## src/shared/lsi_regs.svh

```systemverilog
// constants of the line sensor serial interface: rates, commands, limits, defaults, host register map
`ifndef LSI_REGS_SVH
`define LSI_REGS_SVH

// clock and serial rates
`define LSI_CLK_HZ 100000000
`define LSI_BAUD_0 9600
`define LSI_BAUD_1 19200
`define LSI_BAUD_2 38400
`define LSI_BAUD_3 57600
`define LSI_BAUD_4 115200
`define LSI_BAUD_5 230400
`define LSI_DIV_W 16
`define LSI_BAUD_IDX_MAX 8'h05

// inter-byte gap allowed inside a command packet
`define LSI_PKT_GAP_MS 20
`define LSI_PKT_GAP_CYC (`LSI_CLK_HZ / 1000 * `LSI_PKT_GAP_MS)
`define LSI_GAP_W 21

// command codes
`define LSI_CMD_CALIB 8'h43
`define LSI_CMD_POLAR 8'h4C
`define LSI_CMD_THRES 8'h54
`define LSI_CMD_JWIDTH 8'h4A
`define LSI_CMD_ADDR 8'h41
`define LSI_CMD_BLIGHT 8'h42
`define LSI_CMD_CONTR 8'h53
`define LSI_CMD_BAUD 8'h52
`define LSI_CMD_FMT 8'h44

// data limits
`define LSI_POLAR_MAX 8'h01
`define LSI_THRES_MAX 8'h07
`define LSI_JWIDTH_MIN 8'h03
`define LSI_JWIDTH_MAX 8'h08
`define LSI_BLIGHT_MAX 8'h0A
`define LSI_FMT_MAX 8'h03

// settings after reset
`define LSI_DEF_POLAR 1'h0
`define LSI_DEF_THRES 3'h4
`define LSI_DEF_JWIDTH 4'h5
`define LSI_DEF_ADDR 8'h01
`define LSI_DEF_BAUD 3'h0
`define LSI_DEF_FMT 2'h0
`define LSI_DEF_BLIGHT 4'h2
`define LSI_DEF_CONTR 8'h80

// stream formats and bytes
`define LSI_FMT_OFF 2'h0
`define LSI_FMT_BITS 2'h1
`define LSI_FMT_POS 2'h2
`define LSI_FMT_RAW 2'h3
`define LSI_RAW_HDR 8'h00
`define LSI_RAW_LAST 4'h8
`define LSI_POS_NONE 8'hFF
`define LSI_POS_MAX 8'h46
`define LSI_ASCII_O 8'h4F
`define LSI_ASCII_K 8'h4B

// transmit buffer
`define LSI_FIFO_W 9
`define LSI_FIFO_D 16

// host register map (byte addresses) and fields
`define LSI_REG_CTRL 12'h000
`define LSI_REG_CMD 12'h004
`define LSI_REG_STATUS 12'h008
`define LSI_REG_RXDATA 12'h00C
`define LSI_CTRL_STREAM 0
`define LSI_STAT_BUSY 0
`define LSI_STAT_OK 1
`define LSI_STAT_RXV 2

`endif

```

## src/shared/lsi_pkg.sv

```systemverilog
// types and baud divisor lookup shared by both ends
`include "lsi_regs.svh"
package lsi_pkg;
	typedef enum logic [1:0] {LSI_RX_IDLE, LSI_RX_START, LSI_RX_DATA, LSI_RX_STOP} lsi_rx_st_t;
	typedef enum logic {LSI_TX_IDLE, LSI_TX_SEND} lsi_tx_st_t;
	typedef logic [7:0] lsi_byte_t;
	typedef logic [`LSI_DIV_W-1:0] lsi_div_t;

	// cycles per bit for a baud index; out-of-range indices fall back to the slowest rate
	function automatic lsi_div_t lsi_baud_div(input logic [2:0] idx);
		unique case (idx)
			3'h1: lsi_baud_div = `LSI_DIV_W'(`LSI_CLK_HZ / `LSI_BAUD_1);
			3'h2: lsi_baud_div = `LSI_DIV_W'(`LSI_CLK_HZ / `LSI_BAUD_2);
			3'h3: lsi_baud_div = `LSI_DIV_W'(`LSI_CLK_HZ / `LSI_BAUD_3);
			3'h4: lsi_baud_div = `LSI_DIV_W'(`LSI_CLK_HZ / `LSI_BAUD_4);
			3'h5: lsi_baud_div = `LSI_DIV_W'(`LSI_CLK_HZ / `LSI_BAUD_5);
			default: lsi_baud_div = `LSI_DIV_W'(`LSI_CLK_HZ / `LSI_BAUD_0);
		endcase
	endfunction : lsi_baud_div
endpackage : lsi_pkg

```

## src/shared/lsi_if.sv

```systemverilog
// pins between the sensor bar and its controller
`timescale 1ns/1ps
interface lsi_if;
	logic tx_d;
	logic tx_oe_n;
	logic tx_line;
	logic rx;
	logic stream_output_enable_n;
	logic [7:0] sensor_out;

	// tx floats when not driven; the pull-up makes it read idle high
	assign tx_line = tx_oe_n ? 1'b1 : tx_d;

	modport dev (output tx_d, output tx_oe_n, output sensor_out, input rx, input stream_output_enable_n);
	modport host (input tx_line, input sensor_out, output rx, output stream_output_enable_n);
endinterface : lsi_if

```

## src/core/lsi_dev_end.sv

```systemverilog
// sensor bar end: uart leaves, transmit fifo and the device top with stream and command decoder
// How it works
// stream only while enable pin is low
// controller pulls enable low to request stream
// format 0 sends no stream
// format 1 sends one detection bit per sensor
// sensor 0 in lsb, sensor 7 msb
// format 2 sends position 0-70 or 255
// format 3 sends header then eight raw bytes
// eight parallel pins mirror sensor detection
// frames are 8N1 at selected rate
// baud index 0-5 picks the bit rate
// commands are four bytes in fixed order
// configurable unit address compared with first byte
// foreign address packets are ignored entirely
// checksum is low byte of sum
// nine setting commands decoded with range limits
// accepted setting command answers O then K
// packet dropped after 20 ms byte gap
// a started stream character always completes
//
// The APB interface to the registers and the placing of the registers were decided locally.
`timescale 1ns/1ps

////////////////////////////////////////////////////////////////////////////////
module lsi_uart_tx
	import lsi_pkg::*;
(
	input wire logic clk,
	input wire logic rst,
	input wire lsi_div_t div,
	input wire lsi_byte_t tx_data,
	input wire logic tx_valid,
	output logic tx_ready,
	output logic txd_r,
	output logic drive_n_r
);
	lsi_tx_st_t state_r;
	logic [8:0] shift_r;
	logic [3:0] bits_r;
	lsi_div_t baud_cnt_r;
	logic bit_end;

	assign tx_ready = (state_r == LSI_TX_IDLE);
	assign bit_end = (baud_cnt_r == div - `LSI_DIV_W'(1));

	// start bit, eight data bits lsb first, one stop bit; a character never aborts once started
	always_ff @(posedge clk)
	begin
		if (rst)
		begin
			state_r <= LSI_TX_IDLE;
			shift_r <= 9'h1FF;
			bits_r <= 4'h0;
			baud_cnt_r <= '0;
			txd_r <= 1'b1;
			drive_n_r <= 1'b1;
		end
		else
		begin
			unique case (state_r)
				LSI_TX_IDLE:
				begin
					if (tx_valid)
					begin
						state_r <= LSI_TX_SEND;
						shift_r <= {1'b1, tx_data};
						bits_r <= 4'h0;
						baud_cnt_r <= '0;
						txd_r <= 1'b0;
						drive_n_r <= 1'b0;
					end
				end
				LSI_TX_SEND:
				begin
					baud_cnt_r <= bit_end ? '0 : baud_cnt_r + `LSI_DIV_W'(1);
					if (bit_end)
					begin
						if (bits_r == 4'h9)
						begin
							state_r <= LSI_TX_IDLE;
							drive_n_r <= 1'b1;
						end
						else
						begin
							txd_r <= shift_r[0];
							shift_r <= {1'b1, shift_r[8:1]};
							bits_r <= bits_r + 4'h1;
						end
					end
				end
			endcase
		end
	end
endmodule : lsi_uart_tx

////////////////////////////////////////////////////////////////////////////////
module lsi_uart_rx
	import lsi_pkg::*;
(
	input wire logic clk,
	input wire logic rst,
	input wire lsi_div_t div,
	input wire logic rxd,
	output lsi_byte_t rx_data_r,
	output logic rx_valid_r
);
	lsi_rx_st_t state_r;
	lsi_div_t cnt_r;
	logic [2:0] bits_r;
	logic half_end;
	logic bit_end;

	assign half_end = (cnt_r == (div >> 1));
	assign bit_end = (cnt_r == div - `LSI_DIV_W'(1));

	// sample mid-bit; a bad start or stop bit drops the character silently
	always_ff @(posedge clk)
	begin
		if (rst)
		begin
			state_r <= LSI_RX_IDLE;
			cnt_r <= '0;
			bits_r <= 3'h0;
			rx_data_r <= 8'h00;
			rx_valid_r <= 1'b0;
		end
		else
		begin
			rx_valid_r <= 1'b0;
			cnt_r <= cnt_r + `LSI_DIV_W'(1);
			unique case (state_r)
				LSI_RX_IDLE:
				begin
					cnt_r <= '0;
					if (!rxd)
						state_r <= LSI_RX_START;
				end
				LSI_RX_START:
				begin
					if (half_end)
					begin
						cnt_r <= '0;
						bits_r <= 3'h0;
						state_r <= rxd ? LSI_RX_IDLE : LSI_RX_DATA;
					end
				end
				LSI_RX_DATA:
				begin
					if (bit_end)
					begin
						cnt_r <= '0;
						rx_data_r <= {rxd, rx_data_r[7:1]};
						bits_r <= bits_r + 3'h1;
						if (bits_r == 3'h7)
							state_r <= LSI_RX_STOP;
					end
				end
				LSI_RX_STOP:
				begin
					if (bit_end)
					begin
						state_r <= LSI_RX_IDLE;
						rx_valid_r <= rxd;
					end
				end
			endcase
		end
	end
endmodule : lsi_uart_rx

////////////////////////////////////////////////////////////////////////////////
module lsi_fifo #(
	parameter int W = `LSI_FIFO_W,
	parameter int D = `LSI_FIFO_D
) (
	input wire logic clk,
	input wire logic rst,
	input wire logic [W-1:0] in_data,
	input wire logic in_valid,
	output logic in_ready,
	output logic [W-1:0] out_data,
	output logic out_valid,
	input wire logic out_ready
);
	localparam int AW = $clog2(D);
	logic [W-1:0] mem [D];
	logic [AW:0] wr_r;
	logic [AW:0] rd_r;

	assign in_ready = (wr_r != {~rd_r[AW], rd_r[AW-1:0]});
	assign out_valid = (wr_r != rd_r);
	assign out_data = mem[rd_r[AW-1:0]];

	// storage carries no reset; only the pointers define what is valid
	always_ff @(posedge clk)
		if (in_valid && in_ready)
			mem[wr_r[AW-1:0]] <= in_data;

	always_ff @(posedge clk)
	begin
		if (rst)
		begin
			wr_r <= '0;
			rd_r <= '0;
		end
		else
		begin
			if (in_valid && in_ready)
				wr_r <= wr_r + (AW+1)'(1);
			if (out_valid && out_ready)
				rd_r <= rd_r + (AW+1)'(1);
		end
	end
endmodule : lsi_fifo

////////////////////////////////////////////////////////////////////////////////
module lsi_dev_end
	import lsi_pkg::*;
#(
	parameter int unsigned PKT_GAP_CYC = `LSI_PKT_GAP_CYC
) (
	input wire logic clk,
	input wire logic rst,
	lsi_if.dev link,
	input wire logic [7:0] sensor_hit,
	input wire lsi_byte_t line_pos,
	input wire logic [63:0] raw_value,
	output logic calibrate_r,
	output logic line_polarity_r,
	output logic [2:0] threshold_r,
	output logic [3:0] junction_width_r,
	output logic [3:0] backlight_r,
	output lsi_byte_t contrast_r,
	output lsi_byte_t unit_address_r,
	output logic [2:0] baud_index_r,
	output logic [1:0] stream_format_r
);
	logic [1:0] rx_sync_r;
	logic [1:0] en_sync_r;
	logic rxd;
	logic en_n;
	logic [7:0] sensor_out_r;
	logic [2:0] baud_live_r;
	logic baud_pend_r;
	lsi_div_t div;
	lsi_byte_t rx_data;
	logic rx_valid;
	logic [1:0] pkt_idx_r;
	lsi_byte_t pkt_addr_r;
	lsi_byte_t pkt_cmd_r;
	lsi_byte_t pkt_data_r;
	logic [`LSI_GAP_W-1:0] gap_cnt_r;
	logic pkt_good;
	logic cmd_ok;
	logic [1:0] reply_cnt_r;
	logic [3:0] raw_idx_r;
	lsi_byte_t stream_byte;
	logic stream_want;
	logic [`LSI_FIFO_W-1:0] fin_data;
	logic fin_valid;
	logic fin_ready;
	logic [`LSI_FIFO_W-1:0] fout_data;
	logic fout_valid;
	logic fout_ready;
	logic drop;
	logic tx_ready;

	// pins cross in through two flops; only the second stage is read
	always_ff @(posedge clk)
	begin
		if (rst)
		begin
			rx_sync_r <= 2'h3;
			en_sync_r <= 2'h3;
		end
		else
		begin
			rx_sync_r <= {rx_sync_r[0], link.rx};
			en_sync_r <= {en_sync_r[0], link.stream_output_enable_n};
		end
	end
	assign rxd = rx_sync_r[1];
	assign en_n = en_sync_r[1];

	// parallel detection pins, bit n is sensor n
	always_ff @(posedge clk)
		sensor_out_r <= rst ? 8'h00 : sensor_hit;
	assign link.sensor_out = sensor_out_r;

	// a new rate waits until the reply is out so the OK leaves at the rate it was asked at
	assign div = lsi_baud_div(baud_live_r);
	always_ff @(posedge clk)
		if (rst)
			baud_live_r <= `LSI_DEF_BAUD;
		else if (baud_pend_r && !fout_valid && tx_ready && reply_cnt_r == 2'h0)
			baud_live_r <= baud_index_r;

	lsi_uart_rx u_rx (.clk(clk), .rst(rst), .div(div), .rxd(rxd), .rx_data_r(rx_data), .rx_valid_r(rx_valid));

	////////////////////////////////////////////////////////////////////////////
	// packet check: address match and checksum on the fourth byte
	assign pkt_good = (pkt_idx_r == 2'h3) && rx_valid && (pkt_addr_r == unit_address_r)
		&& (rx_data == 8'(pkt_addr_r + pkt_cmd_r + pkt_data_r));

	// range check of the data byte per command; anything else is not acted on
	always_comb
	begin
		unique case (pkt_cmd_r)
			`LSI_CMD_CALIB: cmd_ok = (pkt_data_r == 8'h00);
			`LSI_CMD_POLAR: cmd_ok = (pkt_data_r <= `LSI_POLAR_MAX);
			`LSI_CMD_THRES: cmd_ok = (pkt_data_r <= `LSI_THRES_MAX);
			`LSI_CMD_JWIDTH: cmd_ok = (pkt_data_r >= `LSI_JWIDTH_MIN) && (pkt_data_r <= `LSI_JWIDTH_MAX);
			`LSI_CMD_ADDR: cmd_ok = 1'b1;
			`LSI_CMD_BLIGHT: cmd_ok = (pkt_data_r <= `LSI_BLIGHT_MAX);
			`LSI_CMD_CONTR: cmd_ok = 1'b1;
			`LSI_CMD_BAUD: cmd_ok = (pkt_data_r <= `LSI_BAUD_IDX_MAX);
			`LSI_CMD_FMT: cmd_ok = (pkt_data_r <= `LSI_FMT_MAX);
			default: cmd_ok = 1'b0;
		endcase
	end

	// byte collector with gap timeout; a stale partial packet restarts at the address byte
	always_ff @(posedge clk)
	begin
		if (rst)
		begin
			pkt_idx_r <= 2'h0;
			pkt_addr_r <= 8'h00;
			pkt_cmd_r <= 8'h00;
			pkt_data_r <= 8'h00;
			gap_cnt_r <= '0;
		end
		else if (rx_valid)
		begin
			gap_cnt_r <= '0;
			pkt_idx_r <= pkt_idx_r + 2'h1;
			unique case (pkt_idx_r)
				2'h0: pkt_addr_r <= rx_data;
				2'h1: pkt_cmd_r <= rx_data;
				2'h2: pkt_data_r <= rx_data;
				2'h3: pkt_data_r <= pkt_data_r;
			endcase
		end
		else if (pkt_idx_r != 2'h0)
		begin
			gap_cnt_r <= gap_cnt_r + `LSI_GAP_W'(1);
			if (gap_cnt_r >= `LSI_GAP_W'(PKT_GAP_CYC - 1))
			begin
				pkt_idx_r <= 2'h0;
				gap_cnt_r <= '0;
			end
		end
	end

	// settings update on an accepted command
	always_ff @(posedge clk)
	begin
		if (rst)
		begin
			calibrate_r <= 1'b0;
			line_polarity_r <= `LSI_DEF_POLAR;
			threshold_r <= `LSI_DEF_THRES;
			junction_width_r <= `LSI_DEF_JWIDTH;
			backlight_r <= `LSI_DEF_BLIGHT;
			contrast_r <= `LSI_DEF_CONTR;
			unit_address_r <= `LSI_DEF_ADDR;
			baud_index_r <= `LSI_DEF_BAUD;
			baud_pend_r <= 1'b0;
			stream_format_r <= `LSI_DEF_FMT;
		end
		else
		begin
			calibrate_r <= pkt_good && cmd_ok && (pkt_cmd_r == `LSI_CMD_CALIB);
			if (baud_live_r == baud_index_r)
				baud_pend_r <= 1'b0;
			if (pkt_good && cmd_ok)
			begin
				unique case (pkt_cmd_r)
					`LSI_CMD_POLAR: line_polarity_r <= pkt_data_r[0];
					`LSI_CMD_THRES: threshold_r <= pkt_data_r[2:0];
					`LSI_CMD_JWIDTH: junction_width_r <= pkt_data_r[3:0];
					`LSI_CMD_ADDR: unit_address_r <= pkt_data_r;
					`LSI_CMD_BLIGHT: backlight_r <= pkt_data_r[3:0];
					`LSI_CMD_CONTR: contrast_r <= pkt_data_r;
					`LSI_CMD_BAUD:
					begin
						baud_index_r <= pkt_data_r[2:0];
						baud_pend_r <= 1'b1;
					end
					`LSI_CMD_FMT: stream_format_r <= pkt_data_r[1:0];
					default: ;
				endcase
			end
		end
	end

	////////////////////////////////////////////////////////////////////////////
	// stream byte for the current format
	always_comb
	begin
		unique case (stream_format_r)
			`LSI_FMT_BITS: stream_byte = sensor_hit;
			`LSI_FMT_POS: stream_byte = (sensor_hit == 8'h00) ? `LSI_POS_NONE
				: ((line_pos > `LSI_POS_MAX) ? `LSI_POS_MAX : line_pos);
			`LSI_FMT_RAW: stream_byte = (raw_idx_r == 4'h0) ? `LSI_RAW_HDR
				: raw_value[{raw_idx_r[2:0] - 3'h1, 3'h0} +: 8];
			`LSI_FMT_OFF: stream_byte = 8'h00;
		endcase
	end

	// stream only when asked and enabled; replies take priority over stream bytes
	assign stream_want = !en_n && (stream_format_r != `LSI_FMT_OFF) && !baud_pend_r;
	assign fin_valid = (reply_cnt_r != 2'h0) || stream_want;
	assign fin_data = (reply_cnt_r == 2'h2) ? {1'b0, `LSI_ASCII_O}
		: (reply_cnt_r == 2'h1) ? {1'b0, `LSI_ASCII_K} : {1'b1, stream_byte};

	// reply counter: a fresh accept reloads even if it lands on a push edge
	always_ff @(posedge clk)
		if (rst)
			reply_cnt_r <= 2'h0;
		else if (pkt_good && cmd_ok)
			reply_cnt_r <= 2'h2;
		else if (reply_cnt_r != 2'h0 && fin_ready)
			reply_cnt_r <= reply_cnt_r - 2'h1;

	// raw packet position; a stopped stream restarts with the header
	always_ff @(posedge clk)
		if (rst || en_n || stream_format_r != `LSI_FMT_RAW)
			raw_idx_r <= 4'h0;
		else if (reply_cnt_r == 2'h0 && stream_want && fin_ready)
			raw_idx_r <= (raw_idx_r == `LSI_RAW_LAST) ? 4'h0 : raw_idx_r + 4'h1;

	lsi_fifo #(.W(`LSI_FIFO_W), .D(`LSI_FIFO_D)) u_fifo (.clk(clk), .rst(rst), .in_data(fin_data),
		.in_valid(fin_valid), .in_ready(fin_ready), .out_data(fout_data), .out_valid(fout_valid),
		.out_ready(fout_ready));

	// queued stream bytes are discarded once enable rises; the character on the wire finishes
	assign drop = fout_data[8] && en_n;
	assign fout_ready = tx_ready || drop;

	lsi_uart_tx u_tx (.clk(clk), .rst(rst), .div(div), .tx_data(fout_data[7:0]),
		.tx_valid(fout_valid && !drop), .tx_ready(tx_ready), .txd_r(link.tx_d), .drive_n_r(link.tx_oe_n));
endmodule : lsi_dev_end

```

## src/flat_wrapper.sv

```systemverilog
// flat-port wrapper written by rule: the top's interface ports become plain ports
module lsi_dev_end_flat import lsi_pkg::*;
#(
	parameter int unsigned PKT_GAP_CYC = `LSI_PKT_GAP_CYC
)
  (clk, rst, sensor_hit, line_pos, raw_value, calibrate_r, line_polarity_r, threshold_r, junction_width_r, backlight_r, contrast_r, unit_address_r, baud_index_r, stream_format_r, link_tx_d, link_tx_oe_n, link_sensor_out, link_rx, link_stream_output_enable_n);
  lsi_if link_i ();
  input wire logic clk;
  input wire logic rst;
  input wire logic [7:0] sensor_hit;
  input wire lsi_byte_t line_pos;
  input wire logic [63:0] raw_value;
  output logic calibrate_r;
  output logic line_polarity_r;
  output logic [2:0] threshold_r;
  output logic [3:0] junction_width_r;
  output logic [3:0] backlight_r;
  output lsi_byte_t contrast_r;
  output lsi_byte_t unit_address_r;
  output logic [2:0] baud_index_r;
  output logic [1:0] stream_format_r;
  output wire logic [$bits(link_i.tx_d)-1:0] link_tx_d;
  output wire logic [$bits(link_i.tx_oe_n)-1:0] link_tx_oe_n;
  output wire logic [$bits(link_i.sensor_out)-1:0] link_sensor_out;
  input wire logic [$bits(link_i.rx)-1:0] link_rx;
  input wire logic [$bits(link_i.stream_output_enable_n)-1:0] link_stream_output_enable_n;
  assign link_tx_d = link_i.tx_d;
  assign link_tx_oe_n = link_i.tx_oe_n;
  assign link_sensor_out = link_i.sensor_out;
  assign link_i.rx = link_rx;
  assign link_i.stream_output_enable_n = link_stream_output_enable_n;
  lsi_dev_end #(.PKT_GAP_CYC(PKT_GAP_CYC)) u_core (.clk(clk), .rst(rst), .link(link_i), .sensor_hit(sensor_hit), .line_pos(line_pos), .raw_value(raw_value), .calibrate_r(calibrate_r), .line_polarity_r(line_polarity_r), .threshold_r(threshold_r), .junction_width_r(junction_width_r), .backlight_r(backlight_r), .contrast_r(contrast_r), .unit_address_r(unit_address_r), .baud_index_r(baud_index_r), .stream_format_r(stream_format_r));
endmodule
```

## config.mk

```make
export PLATFORM = sky130hd
export DESIGN_NAME = lsi_dev_end_flat
export DESIGN_NICKNAME = d
export VERILOG_FILES = /design/src/shared/lsi_pkg.sv /design/src/shared/lsi_if.sv /design/src/core/lsi_dev_end.sv /design/src/flat_wrapper.sv
export VERILOG_INCLUDE_DIRS = /design/src /design/src/shared
export SDC_FILE = /design/constraint.sdc
export NUM_CORES = 1
export LEC_CHECK = 0
export ABC_CLOCK_PERIOD_IN_PS = 5410
export BUFFER_PORTS_ARGS = -buffer_cell sky130_fd_sc_hd__buf_2
export CAP_MARGIN = 0
export CORE_MARGIN = 5
export CORE_UTILIZATION = 60
export CTS_CLUSTER_SIZE = 8
export DETAILED_ROUTE_END_ITERATION = 10
export HOLD_SLACK_MARGIN = 0.12
export PLACE_DENSITY = 0.88
export RECOVER_POWER = 25
export SLEW_MARGIN = 20
export SYNTH_ARGS = -nofsm -noshare
export SYNTH_HDL_FRONTEND = slang
export SYNTH_SLANG_ARGS = --single-unit
```

## constraint.sdc

```tcl
create_clock -name clk -period 5.41 [get_ports clk]
set_input_delay 1.623 -clock clk [delete_from_list [all_inputs] [get_ports clk]]
set_output_delay 1.623 -clock clk [all_outputs]
set_load 0.01 [all_outputs]
```

==> results of run 1 <==
sequential cells by signal, indices dropped and copies added, names as in the netlist, 16 cells and up, named ones only:
name	cells
u_core.u_fifo.mem	144
u_core.gap_cnt_r	21
u_core.u_tx.baud_cnt_r	16
u_core.u_rx.cnt_r	16
cell families after synthesis:
logic type	Yosys count	share of synthesized area, %
multiplexers	124	12.8
AO/OA/AOI/OAI	215	8.90
flip-flops	322	50.5
buffers and inverters	129	3.30
AND/OR/NAND/NOR	523	16.6
adder cells (fa/ha/maj)	36	3.27
XOR/XNOR	82	4.65
per-stage QoR:
stage	utilization [%]	setup WS (ns)	cell area [um^2]	hold WS, ns	std cells
finish	68.4	1.14	17700	0.412	1895
global placement	63.6	1.51	16400	0.397	1822
floorplan	-	1.61	15600	0.389	1431
detailed placement	63.6	1.39	16400	0.398	1822
global route	68.4	0.838	17700	0.433	1895
CTS	68.7	1.38	17700	0.417	1895
synthesized netlist by cell type, drive strengths merged (12+ instances only):
| cell type | number |
|---|---|
| a21o | 12 |
| clkbuf | 64 |
| inv | 41 |
| edfxtp | 144 |
| ha | 28 |
| a21oi | 75 |
| and3 | 12 |
| mux4 | 60 |
| nor3 | 38 |
| nand2b | 16 |
| nor4 | 13 |
| mux2i | 64 |
| buf | 22 |
| xnor2 | 45 |
| nor2 | 146 |
| dfxtp | 178 |
| nand4 | 21 |
| nand3 | 66 |
| nand2 | 127 |
| nor2b | 19 |
| xor2 | 37 |
| o21ai | 49 |
layer usage:
layer | vias to the layer above | global-route usage [%] | share of wire [%]
met2 | 595 | 47.6 | 51
met5 | - | 0 | 0
met3 | 91 | 4.44 | 6.7
li1 | 5452 | - | -
met1 | 5855 | 33.8 | 39
met4 | 0 | 8.82 | 2.7
where the power goes:
part | switching (mW) | internal [mW]
clock | 1.00 | 1.59
combinational | 0.708 | 0.488
sequential | 0.102 | 2.83
cell usage in the layout (no fill, tap or decap), types with 6 or more instances in the layout:
master and count:
a21o_1 12, a21oi_1 74, and2_1 6, and3_1 12
buf_2 84, buf_4 13, clkbuf_1 67, clkbuf_16 47
dfxtp_1 177, edfxtp_1 144, fa_1 8, ha_1 28
inv_1 41, mux2i_1 64, mux4_2 60, nand2_1 127
nand2b_1 16, nand3_1 66, nand4_1 20, nor2_1 146
nor2b_1 19, nor3_1 36, nor4_1 11, o211ai_1 6
o21ai_0 48, o22ai_1 6, o31ai_1 7, or2_2 6
or3_1 10, or4_1 9, xnor2_1 44, xor2_1 37
critical path, stage by stage:
cell      delay, ns
buf_4          0.50
clkbuf_1       1.58
nor2_1         0.06
o41ai_1        0.41
buf_4          0.39
nor2_1         0.08
layout make-up:
type,count,area share (%)
Sequential cell,322,44.6
Multi-Input combinational cell,980,40.8
Clock buffer,70,7.14
Timing Repair Buffer,142,3.89
Tap cell,335,2.37
Inverter,43,0.913
Clock inverter,3,0.226
final timing paths:
| check | start | end | slack (ns) | cells past startpoint |
|---|---|---|---|---|
| worst max-delay path | rst | u_core.gap_cnt_r[16] | 1.14 | 6 |
| worst min-delay path | u_core.en_sync_r[0] | u_core.en_sync_r[1] | 0.41 | 1 |
| worst max register to register | u_core.pkt_cmd_r[0] | u_core.contrast_r[1] | 1.28 | 13 |
| worst min register to register | u_core.en_sync_r[0] | u_core.en_sync_r[1] | 0.41 | 1 |
==> run metrics, run 1 <==
status=complete, but fails checks; failing checks=max-capacitance violations, max-slew violations; Async SR Flop Fraction=0%; Fmax=0.234 GHz; CTS root buf=clkbuf_16; Synth area leaders=edfxtp_1 28%, dfxtp_1 23%, mux4_2 8.7%; WS Path Type=input pin to flip-flop; number of remaining DRC errors=0; # IOs=128; clk slew on worst S/H paths=0.05 ns; global-route usage over all layers=26.9%; GPL Wtd Cong=1.04; pwr/cell area=380 nW/um^2; antenna violations before repair=0; 1st-pass router iterations=8; clk_skew=0.0160 ns; WL final=39500 um; largest net degree at the start of global routing=57; Resized cells post-CTS=0; setup bufs post-CTS=0; WL per Instance=20.8 um; antenna-violating nets left=0; # hold bufs at CTS=0; clock sink count=322; Setup Total Neg Slack=0 ns; WP data required=5.83 ns; Cell Area, Synth=15600 um^2; hpwl dp=26400 um; Post-synth EDFFs=144; critical path startpoint category=input pin; area of the multi-input gates=7220 um^2; Cell variety after synth=84; layout cells sized above 1=15.1%; ANT cells=0; via-per-instance ratio=6.33; Gate Count Post-Synth=1431; later-pin clock latency in the skew report=0.55 ns; Synth area leader=edfxtp_1; Synth top area share=27.7%; Buffers on Ports=127; htree depth=2; area delta synth->final=13.3%; grt ovf=0; Vias=12.0k; FILL cells=1866; Die X=171 um; Avg Cell Area, Syn=10.9 um^2; clk buf depth=3; fin. max-slew vios=62; Design Power=6.71 mW; hold crit path type=flip-flop to flip-flop; Final min period=4.27 ns; CTS tree=yes; Synth warnings=0; period utilization=79.0%; total CTS buffers=46; Setup violations, final=0; number of max-cap violations=2; Post-synth top flop=dfxtp_1; Nets=1655; Tightest Pin Transition=2.13 ns; starting density of the core=60.4%; first-pass GRT wire length=62800 um; RSZ-0062 raised after global routing=no; Syn Nets=1551; FF+latch count, synth=322; Static Leak=6.47 nW; row count=59; Critical Path AT=4.69 ns; VDD IR max=0.254 mV; Die Height=171 um; CP max FO=56; final hold violations=0; DRT iter0 DRCs=1298; vias in the first global route=11.8k; Die Footprint=29300 um^2; CP Capture Type=flip-flop; Rel. slew slack=-41.9%; register area=7890 um^2; post-synthesis sequential area ratio=50.5%; Core Box Area=25800 um^2
Power figures use the tool's default switching activity.
==> inputs of run 2 (changes only) <==
Settings changed: ABC_CLOCK_PERIOD_IN_PS 5410 to 3540, CORE_UTILIZATION 60 to 54, PLACE_DENSITY 0.88 to 0.84.
Clock period 5.41 ns to 3.54 ns, I/O delays scaled along.
==> run metrics, run 2 (same netlist as run 1, synthesis figures left out) <==
layout cells sized above 1=17.2% (+2.1 points); Die Height=180 um (+5.1%); CTS tree=yes; ANT cells=0 (unchanged); final hold violations=0 (unchanged); Fmax=0.288 GHz; Core Box Area=28600 um^2 (+11%); Placed Area=16800 um^2 (+2.2%); period utilization=98.2%; CP max FO=8 (-86%); R2R Setup Slk=0.06 ns (-1.22 ns); Die Footprint=32400 um^2 (+10%); status=complete, but fails checks; first-pass GRT wire length=63500 um (+1.1%); Critical Path AT=3.90 ns (-0.79 ns); final instance area=18000 um^2 (+2.0%); antenna-violating nets left=0 (unchanged); fin. max-slew vios=0 (-100%); hold crit path type=flip-flop to flip-flop; Static Leak=6.67 nW (+3.1%); Hold Startpoint=u_core.en_sync_r[0]; Rel. slew slack=1.99% (+44 points); 1st-pass router iterations=6 (-2); row count=62 (+5.1%); RSZ-0062 raised after global routing=yes; GPL Wtd Cong=0.932 (-10%); post-place setup slack=-0.0354 ns (-1.43 ns); pwr/cell area=569 nW/um^2 (+50%); grt ovf=0 (unchanged); later-pin clock latency in the skew report=0.55 ns (about the same); Worst Setup Slack, final=0.0638 ns (-1.07 ns); R2R cell count=11 (-2); Die X=180 um (+5.1%); number of remaining DRC errors=0 (unchanged); CP Capture Type=flip-flop; WL per Instance=19.9 um (-4.5%); hpwl dp=26900 um (+1.7%); DRT iter0 DRCs=944 (-27%); commonest non-fill, non-tap cell in the layout=dfxtp_1; clk slew on worst S/H paths=0.05 ns (about the same); VDD IR max=0.368 mV (+45%); global-route usage over all layers=23.7% (-3.2 points); total CTS buffers=46 (unchanged); # IOs=128 (unchanged); Nets=1696 (+2.5%); Setup violations, final=0 (unchanged); WS Path Type=flip-flop to flip-flop; max reg flops=144 (unchanged); WP data required=3.96 ns (-1.87 ns); Final min period=3.48 ns; critical path startpoint category=flip-flop; area delta synth->final=15.6%; Design Power=10.3 mW (+53%); starting density of the core=54.5% (-5.9 points); Tightest Pin Transition=1.45 ns (-0.678 ns); Worst Setup SP=u_core.pkt_data_r[1]; clk buf depth=3 (unchanged); Buffers on Ports=127 (unchanged); r2r startpoint=u_core.pkt_data_r[1]; Vias=12.0k (+0.033%); number of max-cap violations=1 (-1); clock sink count=322 (unchanged); failing checks=max-capacitance violations; CTS root buf=clkbuf_16; CP Capture Point=u_core.contrast_r[6]; via-per-instance ratio=6.06 (-4.3%); antenna violations before repair=1 (+1); reg2reg end=u_core.contrast_r[6]; final hold slack=0.406 ns (-0.00557 ns); clk_skew=0.0220 ns (+0.00595 ns); largest net degree at the start of global routing=51 (-11%); WL final=39400 um (-0.12%); commonest non-fill, non-tap cells in the layout=177 x dfxtp_1, 146 x nor2_1, 144 x edfxtp_1, 127 x nand2_1, 83 x buf_2; setup bufs post-CTS=0 (unchanged); htree depth=2 (unchanged); # hold bufs at CTS=0 (unchanged); vias in the first global route=12.1k (+2.1%); fin util=63.0% (-5.4 points)
-- run 2: worst min-delay path by stage --
stage	end	slack, ns	depth (start not counted)
after CTS	u_core.en_sync_r[1]	0.41	1
after global routing	u_core.en_sync_r[1]	0.44	1
final	u_core.en_sync_r[1]	0.41	1
after floorplan	u_core.en_sync_r[1]	0.39	1
after global placement	u_core.en_sync_r[1]	0.40	1
after detailed placement	u_core.en_sync_r[1]	0.40	1
-- run 2: final cells by class --
cell class	instances	area, um^2
Tap cell	384	480
Clock buffer	65	1220
Clock inverter	4	71.3
Sequential cell	322	7890
Multi-Input combinational cell	980	7220
Timing Repair Buffer	183	993
Inverter	43	161
Fill cell	2168	10600
-- run 2: routing by layer --
metal	vias up	wire length [um]	track usage, %
li1	5506	-	-
met1	5873	16000	30.2
met3	107	2550	4.20
met4	0	1320	8.44
met2	511	19500	41.0
met5	-	0	0
-- run 2: critical path, cell delays in order, from the launching register on --
cell       delay, ns
dfxtp_1         0.32
fa_1            0.55
ha_1            0.17
inv_1           0.06
fa_1            0.45
xnor2_1         0.15
or4_1           0.41
or4_4           0.45
nor4_4          0.19
o2111ai_4       0.30
mux2i_1         0.26
nor2_1          0.05
-- run 2: stage by stage --
| stage | instances | TNS (ns) |
|---|---|---|
| after floorplan | 1431 | 0 |
| after global placement | 1911 | 0 |
| after detailed placement | 1911 | -0.183 |
| after CTS | 1980 | -0.000934 |
| after global routing | 1981 | -0.666 |
| final | 1981 | 0 |
-- run 2: repair_timing --
action / in CTS / in global routing
resized for setup: 0 / 1
pin swaps: 3 / 2
setup endpoints to repair: 8 / 17
-- run 2: power breakdown --
group          total [mW]  leakage, nW  internal, mW  switching (mW)
sequential           4.51         2.77          4.32           0.189
clock                3.96        0.619          2.38            1.58
combinational        1.80         3.29         0.750            1.05
total                10.3         6.67          7.44            2.82
==> inputs of run 3 (changes only) <==
==> constraint.sdc (replaced) <==
create_clock -name clk -period 3.54 [get_ports clk]
set_input_delay 1.062 -clock clk [delete_from_list [all_inputs] [get_ports clk]]
set_output_delay 1.062 -clock clk [all_outputs]
set_load 0.1 [all_outputs]
==> run metrics, run 3 (same netlist as run 1, synthesis figures left out) <==
failing checks=max-capacitance violations; GR peak layer=met2; largest net degree at the start of global routing=51 (unchanged); Die Footprint=32400 um^2 (unchanged); Setup violations, final=0 (unchanged); grt met3 use=4.20% (unchanged); Vias=12.0k (+0.0083%); pwr/cell area=572 nW/um^2 (+0.58%); clk_skew=0.0225 ns (+0.000501 ns); VDD IR max=0.385 mV (+4.6%); # hold bufs at CTS=0 (unchanged); fin. max-slew vios=0 (unchanged); CP top delay family=adder cells; critical path startpoint category=flip-flop; via-per-instance ratio=6.06 (about the same); Final min period=3.47 ns (-0.00361 ns); clk buf depth=3 (unchanged); period utilization=98.1% (-0.10 points); Buf+Inv Stages, Crit Path=1 (unchanged); max reg flops=144 (unchanged); clk slew on worst S/H paths=0.05 ns (about the same); Buffers on Ports=127 (unchanged); Worst path slowest cell=fa_1; number of max-cap violations=1 (unchanged); CP max FO=8 (unchanged); met1 Use GR=30.2% (unchanged); Fmax=0.288 GHz (+0.10%); RSZ-0062 raised after global routing=yes; WP data required=3.96 ns (about the same); antenna violations before repair=1 (unchanged); final hold violations=0 (unchanged); DRT iter0 DRCs=949 (+0.53%); WL per Instance=19.9 um (-0.15%); clock sink count=322 (unchanged); antenna-violating nets left=0 (unchanged); vias in the first global route=12.1k (unchanged); starting density of the core=54.5% (unchanged); total CTS buffers=46 (unchanged); most frequent CP cell=fa_1; later-pin clock latency in the skew report=0.55 ns (about the same); Rel. slew slack=1.99% (unchanged); first-pass GRT wire length=63500 um (unchanged); crit path cell chain=fa_1 -> ha_1 -> inv_1 -> fa_1 -> xnor2_1 -> or4_1 -> or4_4 -> nor4_4 -> o2111ai_4 -> mux2i_1 -> nor2_1; WL final=39300 um (-0.15%); global-route usage over all layers=23.7% (unchanged); Tightest Pin Transition=1.45 ns (unchanged); status=complete, but fails checks; Static Leak=6.69 nW (+0.27%); commonest non-fill, non-tap cells in the layout=177 x dfxtp_1, 146 x nor2_1, 144 x edfxtp_1, 127 x nand2_1, 84 x buf_2; hpwl dp=26900 um (unchanged); WS Path Type=flip-flop to flip-flop; met2 GRT Util=41.0% (unchanged); CTS tree=yes; Setup Total Neg Slack=0 ns (unchanged); CTS root buf=clkbuf_16; number of remaining DRC errors=0 (unchanged); Design Power=10.3 mW (+0.63%); ANT cells=0 (unchanged); max incr delay on CP=0.55 ns (about the same); grt ovf=0 (unchanged); CP Capture Type=flip-flop; FILL cells=2168 (unchanged); GPL Wtd Cong=0.932 (unchanged); Critical Path AT=3.89 ns (about the same); Core Box Area=28600 um^2 (unchanged); Nets=1696 (unchanged); row count=62 (unchanged); Die Height=180 um (unchanged); area of the multi-input gates=7220 um^2 (unchanged); htree depth=2 (unchanged); layout cells sized above 1=17.4% (+0.19 points); Die X=180 um (unchanged); 1st-pass router iterations=6 (unchanged); area delta synth->final=15.7% (about the same); register area=7890 um^2 (unchanged); commonest non-fill, non-tap cell in the layout=dfxtp_1; hold crit path type=flip-flop to flip-flop; # IOs=128 (unchanged); fin util=63.1% (about the same)
[run 3: cell count changes in the layout (fill, tap and decap cells not counted)]
cell | previous run | this run
buf_2 | 83 | 84
buf_4 | 54 | 56
clkbuf_1 | 65 | 62
o311ai_0 | 2 | 1
o311ai_1 | 0 | 1
[run 3: worst paths after layout]
kind                         from                   end  slack (ns)  depth (start not counted)
max          u_core.pkt_data_r[1]  u_core.contrast_r[6]        0.07                         11
min           u_core.en_sync_r[0]   u_core.en_sync_r[1]        0.41                          1
max reg2reg  u_core.pkt_data_r[1]  u_core.contrast_r[6]        0.07                         11
min reg2reg   u_core.en_sync_r[0]   u_core.en_sync_r[1]        0.41                          1
[run 3: final cells by class]
cell class / instances / area share [%]
tap: 384 / 2.66
inverter: 43 / 0.894
clock buffer: 65 / 6.77
sequential: 322 / 43.7
multi-input combinational: 980 / 40.0
clock inverter: 4 / 0.395
timing repair buffer: 183 / 5.55
[run 3: stage by stage]
stage / instances / hold WS, ns / setup WS, ns / area [um^2]
after floorplan: 1431 / 0.389 / 0.00821 / 15600
after global placement: 1911 / 0.404 / 0.0492 / 16800
after detailed placement: 1911 / 0.395 / -0.0354 / 16800
after CTS: 1980 / 0.407 / -0.000934 / 18100
after global routing: 1981 / 0.439 / -0.100 / 18000
final: 1981 / 0.406 / 0.0674 / 18000
[run 3: what timing repair did]
item,CTS,global route
endpoints found under the setup margin,8,17
pin swaps,3,2
buffers inserted,0,0
gates resized for setup,0,1
[run 3: routing by layer]
| layer | wire, um | vias up |
|---|---|---|
| met5 | 7 | - |
| met1 | 15900 | 5882 |
| li1 | - | 5506 |
| met3 | 2560 | 113 |
| met2 | 19500 | 495 |
| met4 | 1340 | 2 |
[run 3: power breakdown]
part | internal [mW] | total [mW] | switching, mW
registers | 4.32 | 4.51 | 0.189
logic | 0.750 | 1.86 | 1.11
clock network | 2.38 | 3.96 | 1.58
total | 7.44 | 10.3 | 2.88
